$ cat src/core/aps_alarm_regs.vh
// alarm pin setup constants: register address, field positions, reset value
// assumes a 7-bit register address carried by the serial control front end
`ifndef APS_ALARM_REGS_VH
`define APS_ALARM_REGS_VH

`define APS_ADDR_SETUP      7'h06
`define APS_ADDR_STAT_A     7'h43
`define APS_ADDR_STAT_B     7'h44
`define APS_SETUP_RESET     16'h0000
`define APS_SETUP_WMASK     16'hFFC0
`define APS_BIT_TMP_LATCH   15
`define APS_BIT_TMP_MASK    14
`define APS_BIT_SK_LATCH    13
`define APS_BIT_SK_MASK     12
`define APS_BIT_GS_LATCH    11
`define APS_BIT_GS_MASK     10
`define APS_BIT_CL_LATCH    9
`define APS_BIT_CL_MASK     8
`define APS_BIT_GD_LATCH    7
`define APS_BIT_GD_MASK     6

`endif

$ cat src/core/aps_alarm_setup.v
// alarm pin setup logic: setup register, latching, masking, shared kelvin pin
// assumes a serial front end presents decoded register writes and reads on clk
// assumes the three alarm pins are open drain with pull-ups on the board
//
// Functional notes
// - setup bit 15 chooses latched or live signalling on the temperature alarm pin.
// - setup bit 14 keeps the temperature alarm pin from signalling.
// - setup bit 13 chooses latched or live form of the sense kelvin alarm on the shared pin.
// - setup bit 12 removes the sense kelvin alarm from the shared pin.
// - guard, ground sense and sense kelvin alarms are ored onto one open-drain pin, each only when unmasked.
// - setup bit 11 chooses latched or live form of the ground sense alarm on the shared pin.
// - setup bit 10 removes the ground sense alarm from the shared pin.
// - the ground sense mask also turns off the pull-up on the ground sense input.
// - setup bit 9 chooses latched or live signalling on the clamp alarm pin.
// - setup bit 8 keeps the clamp alarm pin from signalling.
// - setup bit 7 chooses latched or live form of the guard alarm on the shared pin.
// - setup bit 6 removes the guard alarm from the shared pin.
// - masked alarms still show in both alarm status registers.
`timescale 1ns/1ps
`include "aps_alarm_regs.vh"
module aps_alarm_setup #(
    parameter ADDR_W = 7,
    parameter NSRC = 5
) (
    // clock and reset
    input wire clk,
    input wire rst,
    input wire clk_en,
    // register access from the serial front end
    input wire reg_wr,
    input wire reg_rd,
    input wire [ADDR_W-1:0] reg_addr,
    input wire [15:0] reg_wdata,
    output reg [15:0] reg_rdata,
    // host clear of held alarms, one bit per source
    input wire [NSRC-1:0] alarm_clear,
    // alarm conditions: temperature, sense kelvin, ground sense, clamp, guard
    input wire temp_cond,
    input wire sense_kelvin_cond,
    input wire ground_sense_cond,
    input wire clamp_cond,
    input wire guard_cond,
    // open-drain pins, enable low while pulling the pin low
    output wire temperature_alarm_pin_o,
    output reg temperature_alarm_pin_oe_n,
    output wire clamp_alarm_pin_o,
    output reg clamp_alarm_pin_oe_n,
    output wire kelvin_shared_alarm_pin_o,
    output reg kelvin_shared_alarm_pin_oe_n,
    // ground sense input pull-up enable
    output reg ground_pullup_en,
    // setup register contents
    output reg [15:0] alarm_pin_setup
);
    // ----------------------------------------
    // register decode
    // ----------------------------------------
    // a strobe only counts on an enabled edge, so a frozen block ignores the host
    wire wr_take;
    wire rd_take;
    wire hit_setup;
    wire hit_stat_live;
    wire hit_stat_held;
    assign wr_take = clk_en & reg_wr;
    assign rd_take = clk_en & reg_rd;
    assign hit_setup = (reg_addr == `APS_ADDR_SETUP);
    assign hit_stat_live = (reg_addr == `APS_ADDR_STAT_A);
    assign hit_stat_held = (reg_addr == `APS_ADDR_STAT_B);

    // ----------------------------------------
    // setup register
    // ----------------------------------------
    // low bits are stored as zero whatever the host sends
    reg [15:0] next_setup;
    always @* begin
        next_setup = alarm_pin_setup;
        if (wr_take && hit_setup) begin
            next_setup = reg_wdata & `APS_SETUP_WMASK;
        end
    end

    always @(posedge clk or posedge rst) begin
        if (rst) begin
            alarm_pin_setup <= `APS_SETUP_RESET;
        end else begin
            alarm_pin_setup <= next_setup;
        end
    end

    // ----------------------------------------
    // per-source latching
    // ----------------------------------------
    wire [NSRC-1:0] cond_vec;
    wire [NSRC-1:0] latch_vec;
    wire [NSRC-1:0] mask_vec;
    wire [NSRC-1:0] active_vec;
    wire [NSRC-1:0] held_vec;
    assign cond_vec = {guard_cond, clamp_cond, ground_sense_cond, sense_kelvin_cond, temp_cond};
    assign latch_vec = {alarm_pin_setup[`APS_BIT_GD_LATCH],
                        alarm_pin_setup[`APS_BIT_CL_LATCH],
                        alarm_pin_setup[`APS_BIT_GS_LATCH],
                        alarm_pin_setup[`APS_BIT_SK_LATCH],
                        alarm_pin_setup[`APS_BIT_TMP_LATCH]};
    assign mask_vec = {alarm_pin_setup[`APS_BIT_GD_MASK],
                       alarm_pin_setup[`APS_BIT_CL_MASK],
                       alarm_pin_setup[`APS_BIT_GS_MASK],
                       alarm_pin_setup[`APS_BIT_SK_MASK],
                       alarm_pin_setup[`APS_BIT_TMP_MASK]};

    genvar gi;
    generate
        for (gi = 0; gi < NSRC; gi = gi + 1) begin : g_src
            aps_alarm_src u_src (
                .clk(clk),
                .rst(rst),
                .clk_en(clk_en),
                .latch_mode(latch_vec[gi]),
                .clear(alarm_clear[gi]),
                .cond(cond_vec[gi]),
                .active(active_vec[gi]),
                .held(held_vec[gi])
            );
        end
    endgenerate

    // ----------------------------------------
    // pin drive
    // ----------------------------------------
    // pins registered so they cannot glitch on a setup write
    wire [NSRC-1:0] flag_vec;
    wire temp_flag;
    wire sk_flag;
    wire gs_flag;
    wire clamp_flag;
    wire guard_flag;
    wire kelvin_flag;
    assign flag_vec = active_vec & ~mask_vec;
    assign temp_flag = flag_vec[0];
    assign sk_flag = flag_vec[1];
    assign gs_flag = flag_vec[2];
    assign clamp_flag = flag_vec[3];
    assign guard_flag = flag_vec[4];
    // one pin for three sources: software reads status to tell them apart
    assign kelvin_flag = sk_flag | gs_flag | guard_flag;

    // open drain: the data side stays low and only the enable moves
    assign temperature_alarm_pin_o = 1'b0;
    assign clamp_alarm_pin_o = 1'b0;
    assign kelvin_shared_alarm_pin_o = 1'b0;

    // a setup write reaches the pins one edge after it lands
    reg next_temp_oe_n;
    reg next_clamp_oe_n;
    reg next_kelvin_oe_n;
    reg next_pullup_en;
    always @* begin
        next_temp_oe_n = temperature_alarm_pin_oe_n;
        next_clamp_oe_n = clamp_alarm_pin_oe_n;
        next_kelvin_oe_n = kelvin_shared_alarm_pin_oe_n;
        next_pullup_en = ground_pullup_en;
        if (clk_en) begin
            next_temp_oe_n = ~temp_flag;
            next_clamp_oe_n = ~clamp_flag;
            next_kelvin_oe_n = ~kelvin_flag;
            // pull-up off while masked, so an unwatched ground line draws no current
            next_pullup_en = ~alarm_pin_setup[`APS_BIT_GS_MASK];
        end
    end

    always @(posedge clk or posedge rst) begin
        if (rst) begin
            temperature_alarm_pin_oe_n <= 1'b1;
            clamp_alarm_pin_oe_n <= 1'b1;
            kelvin_shared_alarm_pin_oe_n <= 1'b1;
            ground_pullup_en <= 1'b1;
        end else begin
            temperature_alarm_pin_oe_n <= next_temp_oe_n;
            clamp_alarm_pin_oe_n <= next_clamp_oe_n;
            kelvin_shared_alarm_pin_oe_n <= next_kelvin_oe_n;
            ground_pullup_en <= next_pullup_en;
        end
    end

    // ----------------------------------------
    // status words
    // ----------------------------------------
    // status ignores the masks so software still sees masked alarms
    wire [15:0] stat_live;
    wire [15:0] stat_held;
    assign stat_live = {{(16-NSRC){1'b0}}, cond_vec};
    assign stat_held = {{(16-NSRC){1'b0}}, held_vec};

    // ----------------------------------------
    // read back
    // ----------------------------------------
    // reads have no side effect, so status can be polled freely
    reg [15:0] next_rdata;
    always @* begin
        next_rdata = reg_rdata;
        if (rd_take) begin
            if (hit_setup) begin
                next_rdata = alarm_pin_setup;
            end else if (hit_stat_live) begin
                next_rdata = stat_live;
            end else if (hit_stat_held) begin
                next_rdata = stat_held;
            end else begin
                // unmapped reads answer zero rather than stale data
                next_rdata = 16'h0000;
            end
        end
    end

    always @(posedge clk or posedge rst) begin
        if (rst) begin
            reg_rdata <= 16'h0000;
        end else begin
            reg_rdata <= next_rdata;
        end
    end
endmodule

$ cat src/core/aps_alarm_src.v
// one alarm source: optional latch, live and held status
// assumes condition and clear are synchronous to clk
`timescale 1ns/1ps
module aps_alarm_src (
    // clock and reset
    input wire clk,
    input wire rst,
    input wire clk_en,
    // control
    input wire latch_mode,
    input wire clear,
    // condition
    input wire cond,
    // result
    output wire active,
    output reg held
);
    // set wins over clear so no event is lost
    always @(posedge clk or posedge rst) begin
        if (rst) begin
            held <= 1'b0;
        end else if (clk_en) begin
            if (cond)
                held <= 1'b1;
            else if (clear)
                held <= 1'b0;
        end
    end
    // unlatched tracks the live condition
    assign active = latch_mode ? (held | cond) : cond;
endmodule

$ cat config.mk
export PLATFORM = sky130hd
export DESIGN_NAME = aps_alarm_setup
export DESIGN_NICKNAME = d
export VERILOG_FILES = /design/src/core/aps_alarm_setup.v /design/src/core/aps_alarm_src.v
export VERILOG_INCLUDE_DIRS = /design/src /design/src/core
export SDC_FILE = /design/constraint.sdc
export NUM_CORES = 1
export LEC_CHECK = 0
export BUFFER_PORTS_ARGS = -buffer_cell sky130_fd_sc_hd__buf_4
export CAP_MARGIN = 40
export CORE_AREA = 8 8 77 79
export DETAILED_ROUTE_END_ITERATION = 10
export DIE_AREA = 0 0 85 87
export GPL_TIMING_DRIVEN = 0
export PLACE_DENSITY = 0.69
export REMOVE_ABC_BUFFERS = 1
export SETUP_SLACK_MARGIN = 0.02
export SLEW_MARGIN = 10
export SYNTH_ARGS = -nofsm -noshare
export SYNTH_HDL_FRONTEND = slang
export SYNTH_HIERARCHICAL = 1
export SYNTH_SLANG_ARGS = --single-unit
$ cat constraint.sdc
create_clock -name clk -period 1.8 [get_ports clk]
set_input_delay 0.18 -clock clk [delete_from_list [all_inputs] [get_ports clk]]
set_output_delay 0.18 -clock clk [all_outputs]
set_load 0.1 [all_outputs]
Yosys cells after proc, flatten, opt, wreduce, memory -nomap -nowiden
Cells that the tools add are included.
W data, S select, Z words.
Operators by class
  reduce and logical (&&, ||, !) cells: 11
  bitwise logic cells: 15
  multiplexer cells: 18
  equality and inequality tests: 3
Operators with widths (number)
  $mux W16: 1
  $mux W1: 15
  $eq A7 B7 Y1 const B: 2
  $mux W5: 2
  $reduce_and A2 Y1: 5
  $reduce_bool A2 Y1: 5
  $eq A7 B3 Y1 const B: 1
  $or A1 B1 Y1: 7
  $and A5 B5 Y5: 1
  $not A5 Y5: 1
  $not A1 Y1: 4
  $and A1 B1 Y1: 2
  $logic_and A1 B1 Y1: 1
Storage, ports and cells
  register bits: 35
  word-level logic and storage cells: 58
  input bits: 38
  output and inout port bits: 39

Logic depth before layout (Yosys ltp)
  word-level depth: 6
  mapped depth: 5
  depth with buffers taken out: 3

By module
Netlist, hierarchy kept.
Modules (own cells, without submodules)
  aps_alarm_setup: area an instance 1336.3 um2, cells each 117, instances 1, seq. area each 730.7 um2
  aps_alarm_src: area an instance 48.8 um2, cells each 5, instances 5, seq. area each 25.0 um2

Least setup slack after synthesis
No wires, ideal clock.
  path kind: register to register
  start: register alarm_pin_setup[12]
  end: register kelvin_shared_alarm_pin_oe_n
  stages on the path, launching flop included: 4
  clock period less this slack: 1.595 ns
  data required time: 1.738 ns
  arrival time: 1.533 ns
  buffers on the path: 0
  library setup time: 0.062 ns
  slack: 0.205 ns
  path through: dfrtp_1 > inv_1 > a222oi_1 > mux2_2
Between the ends
  longest elaborated chain between the ends: 5
Ends and longest elaborated chain
  from (decl): RTL line aps_alarm_setup.v:53  | output reg [15:0] alarm_pin_setup
  from (signal assigned): RTL line aps_alarm_setup.v:84  | alarm_pin_setup <= `APS_SETUP_RESET;
  from (signal assigned): RTL line aps_alarm_setup.v:86  | alarm_pin_setup <= next_setup;
  $not A5 Y5: RTL line aps_alarm_setup.v:137  | assign flag_vec = active_vec & ~mask_vec;
  $and A5 B5 Y5: RTL line aps_alarm_setup.v:137
  $or A1 B1 Y1 (2 in a row): RTL line aps_alarm_setup.v:144  | assign kelvin_flag = sk_flag | gs_flag | guard_flag;
  $not A1 Y1: RTL line aps_alarm_setup.v:164  | next_kelvin_oe_n = ~kelvin_flag;
  to (signal assigned): RTL line aps_alarm_setup.v:179  | kelvin_shared_alarm_pin_oe_n <= next_kelvin_oe_n;
  to (decl): RTL line aps_alarm_setup.v:49  | output reg kelvin_shared_alarm_pin_oe_n,
Every way passes these cells.
A chain may end at the register's enable or synchronous reset.

Final worst setup path
  start: register kelvin_shared_alarm_pin_oe_n
  end: output port kelvin_shared_alarm_pin_oe_n
No word-level cell between the ends.

==> run_results.csv <==
group,metric,value,unit
run_status,status,"finished, final reports clean",
placement,routabilityCongestion,0.769,
clock_tree,cts_sinks,34,
routing,post_drt_wl_per_cell,16.2,microns
worst_setup_path,cp_slowest_stage_delay,0.53,ns
sta,max_freq,785,MHz
floorplan,start_util,0.326,
final_layout,areaGrowthSynthToFinish,36.4,%
floorplan,fp.coreArea,4850,sq um
worst_setup_path,cp_num_cells,1,
final_layout,drive_above_1_share,0.417,
synth,synth_cell_types,27,
sta,tightest_slew,0.672,ns
routing,drc,0,
worst_setup_path,cp.arrival,1.09,ns
worst_setup_path,cp_max_fo,2,
worst_setup_path,crit_required,1.62,ns
sta,relSlewSlack,0.551,
hold_path,hold_path_class,"input pin to flip-flop",
routing,vias_per_cell,4.66,
final_layout,final_cell_mix,"buf_4, dfrtp_1, nand2_1",
clock_tree,cts-root-buf,"clkbuf_8",
job,max_cap_violations,0,
clock_tree,post_cts_resized,0,
sta,hold_viol,0,
hold_path,holdPathStages,2,
global_route,grt_pass1_vias,1346,
sta,setup_viol,0,
floorplan,die_w,85,microns
clock_tree,clk_latency,0.28,ns
worst_setup_path,worstReg2RegStart,"alarm_pin_setup[13]",
clock_tree,cts_buffers,5,
synth,mappedNetlistArea,1580,sq um
synth,synth_ff_type,"dfrtp_1",
global_route,track_usage,0.117,
hold_path,hold_end,"alarm_pin_setup[14]",
synth,synth_seq_cells,34,
power,power.density,845,nW/um^2
placement,place_hpwl,3.30,mm
clock_tree,htreeDepth,2,
worst_setup_path,r2r_cells,3,
clock_tree,max-clock-path-buffers,2,
clock_tree,clkTransAtPathRegs,0.07,ns
synth,synth_edf_count,0,
synth,synth_area_per_cell,11.1,sq um
worst_setup_path,critPathKind,"flip-flop to output port",
routing,routed-via-count,1221,
synth,yosysWarnings,6,
synth,netlist_instances,142,
global_route,grt_max_degree,21,
worst_setup_path,worstReg2RegEnd,"kelvin_shared_alarm_pin_oe_n",
floorplan,dieArea,7400,sq um
worst_setup_path,critPathBufInv,1,
final_layout,num_antenna_cells,0,
power,worst_ir_drop_vdd,446,uV
sta,fin_crit,1.27,ns
power,p_leak,1.09,nW
final_layout,mostFrequentLayoutCell,"buf_4",
global_route,grt_pass1_wl,6.60,mm
worst_setup_path,worst-r2r-setup-slack,0.56,ns
sta,fin_skew,0.00381,ns
sta,drv_slew,0,
floorplan,io_pins,77,
floorplan,die_height,87,microns
sta,rsz0062_at_grt,"false",
global_route,grt_antenna_before_repair,0,
hold_path,hp-start,"reg_wdata[14]",
routing,drt-initial-drc-count,38,
worst_setup_path,critPathSlowestCell,"dfstp_2",
floorplan,rows,26,
placement,portBuffers,60,
final_layout,final_nets,243,
routing,ant_nets,0,
worst_setup_path,cpLargestDelayFamily,"flip-flops",
final_layout,final_util,0.445,
routing,drt-pass1-iter-count,4,
worst_setup_path,cp-start-kind,"flip-flop",
routing,routed_wl,4.25,mm
worst_setup_path,endpoint_kind,"output port",
synth,synth-async-reset-ratio,1.00,
global_route,grt_overflow_total,0,
sta,fin_crit_sh,0.708,
worst_setup_path,crit_chain,"buf_4",
sta,finalSetupTns,0,ns
clock_tree,cts_tree,"yes",
synth,yosysSeqAreaShare,0.542,
worst_setup_path,startpoint,"kelvin_shared_alarm_pin_oe_n",
==> state kept, by name (all words and copies together), names as in the netlist <==
signal                        flops
alarm_pin_setup                  10
clamp_alarm_pin_oe_n              1
g_src.u_src/held                  5
ground_pullup_en                  1
kelvin_shared_alarm_pin_oe_n      1
reg_rdata                        15
temperature_alarm_pin_oe_n        1
==> cells in the mapped netlist, types with 4 or more instances <==
library cell,n,area share
nand2_1,27,0.064
a21o_1,5,0.024
a22o_1,5,0.028
o21ai_0,8,0.025
buf_4,10,0.048
inv_1,11,0.026
a22oi_1,5,0.024
dfstp_2,4,0.067
mux2_4,10,0.095
o31ai_1,5,0.024
dfrtp_1,30,0.48
==> worst register-to-register path: cells and delay by family, from the launching register on <==
family	cells	cell delay (ns)
AOI/OAI and AO/OA	2	0.54
DFF	1	0.42
muxes	1	0.22
==> through the flow <==
| stage | hold slack [ns] | std cells | setup slack (ns) | cell area, sq um | total power, mW |
|---|---|---|---|---|---|
| 6_report | 0.127 | 262 | 0.526 | 2160 | 1.82 |
| 5_1_grt | 0.119 | 262 | 0.460 | 2160 | 1.90 |
| 4_1_cts | 0.120 | 262 | 0.515 | 2160 | 1.84 |
| 3_5_place_dp | 0.0697 | 253 | 0.339 | 2050 | 1.27 |
| 3_3_place_gp | 0.0678 | 252 | 0.378 | 2030 | 1.26 |
| 2_1_floorplan | -0.0913 | 136 | 0.205 | 1510 | 1.14 |
==> final cells by class <==
cell class | count | area, sq um
inverters | 11 | 41.3
repair buffers | 62 | 488
multi-input cells | 91 | 609
clock inverters | 1 | 5.00
fillers | 465 | 2690
well taps | 56 | 70.1
clock buffers | 7 | 86.3
flip-flops and latches | 34 | 856
==> layer usage <==
layer | global-route usage | wire length (microns)
met4 | 0.0291 | 25
met3 | 0.0481 | 306
met1 | 0.134 | 1800
met5 | 0 | 0
met2 | 0.197 | 2110
==> how the worst max path moves through the flow <==
stage / slack, ns / end
after floorplan: 0.21 / kelvin_shared_alarm_pin_oe_n
after global placement: 0.38 / alarm_pin_setup[13]
after detailed placement: 0.34 / alarm_pin_setup[8]
after CTS: 0.52 / temperature_alarm_pin_oe_n
after global routing: 0.46 / kelvin_shared_alarm_pin_oe_n
final: 0.53 / kelvin_shared_alarm_pin_oe_n
==> cells by family after synthesis <==
group / Yosys count / share of synthesized area
buffers and inverters: 26 / 0.0942
AND/OR/NAND/NOR: 36 / 0.108
other: 1 / 0.00237
multiplexers: 12 / 0.109
AO/OA/AOI/OAI: 33 / 0.145
flip-flops: 34 / 0.542
==> report_power, final <==
group | leakage [nW] | internal (mW) | total (mW) | switching (mW)
Combinational | 0.598 | 0.117 | 0.428 | 0.312
Sequential | 0.446 | 0.801 | 0.827 | 0.0257
Clock | 0.0482 | 0.308 | 0.567 | 0.259
Total | 1.09 | 1.23 | 1.82 | 0.596
==> timing repair <==
item                                    4_1_cts  5_1_grt
hold buffers                                  1        0
hold endpoints to repair                      5        0
buffers inserted                              0        0
endpoints found under the setup margin        0        0
(Power assumes the default switching activity.)
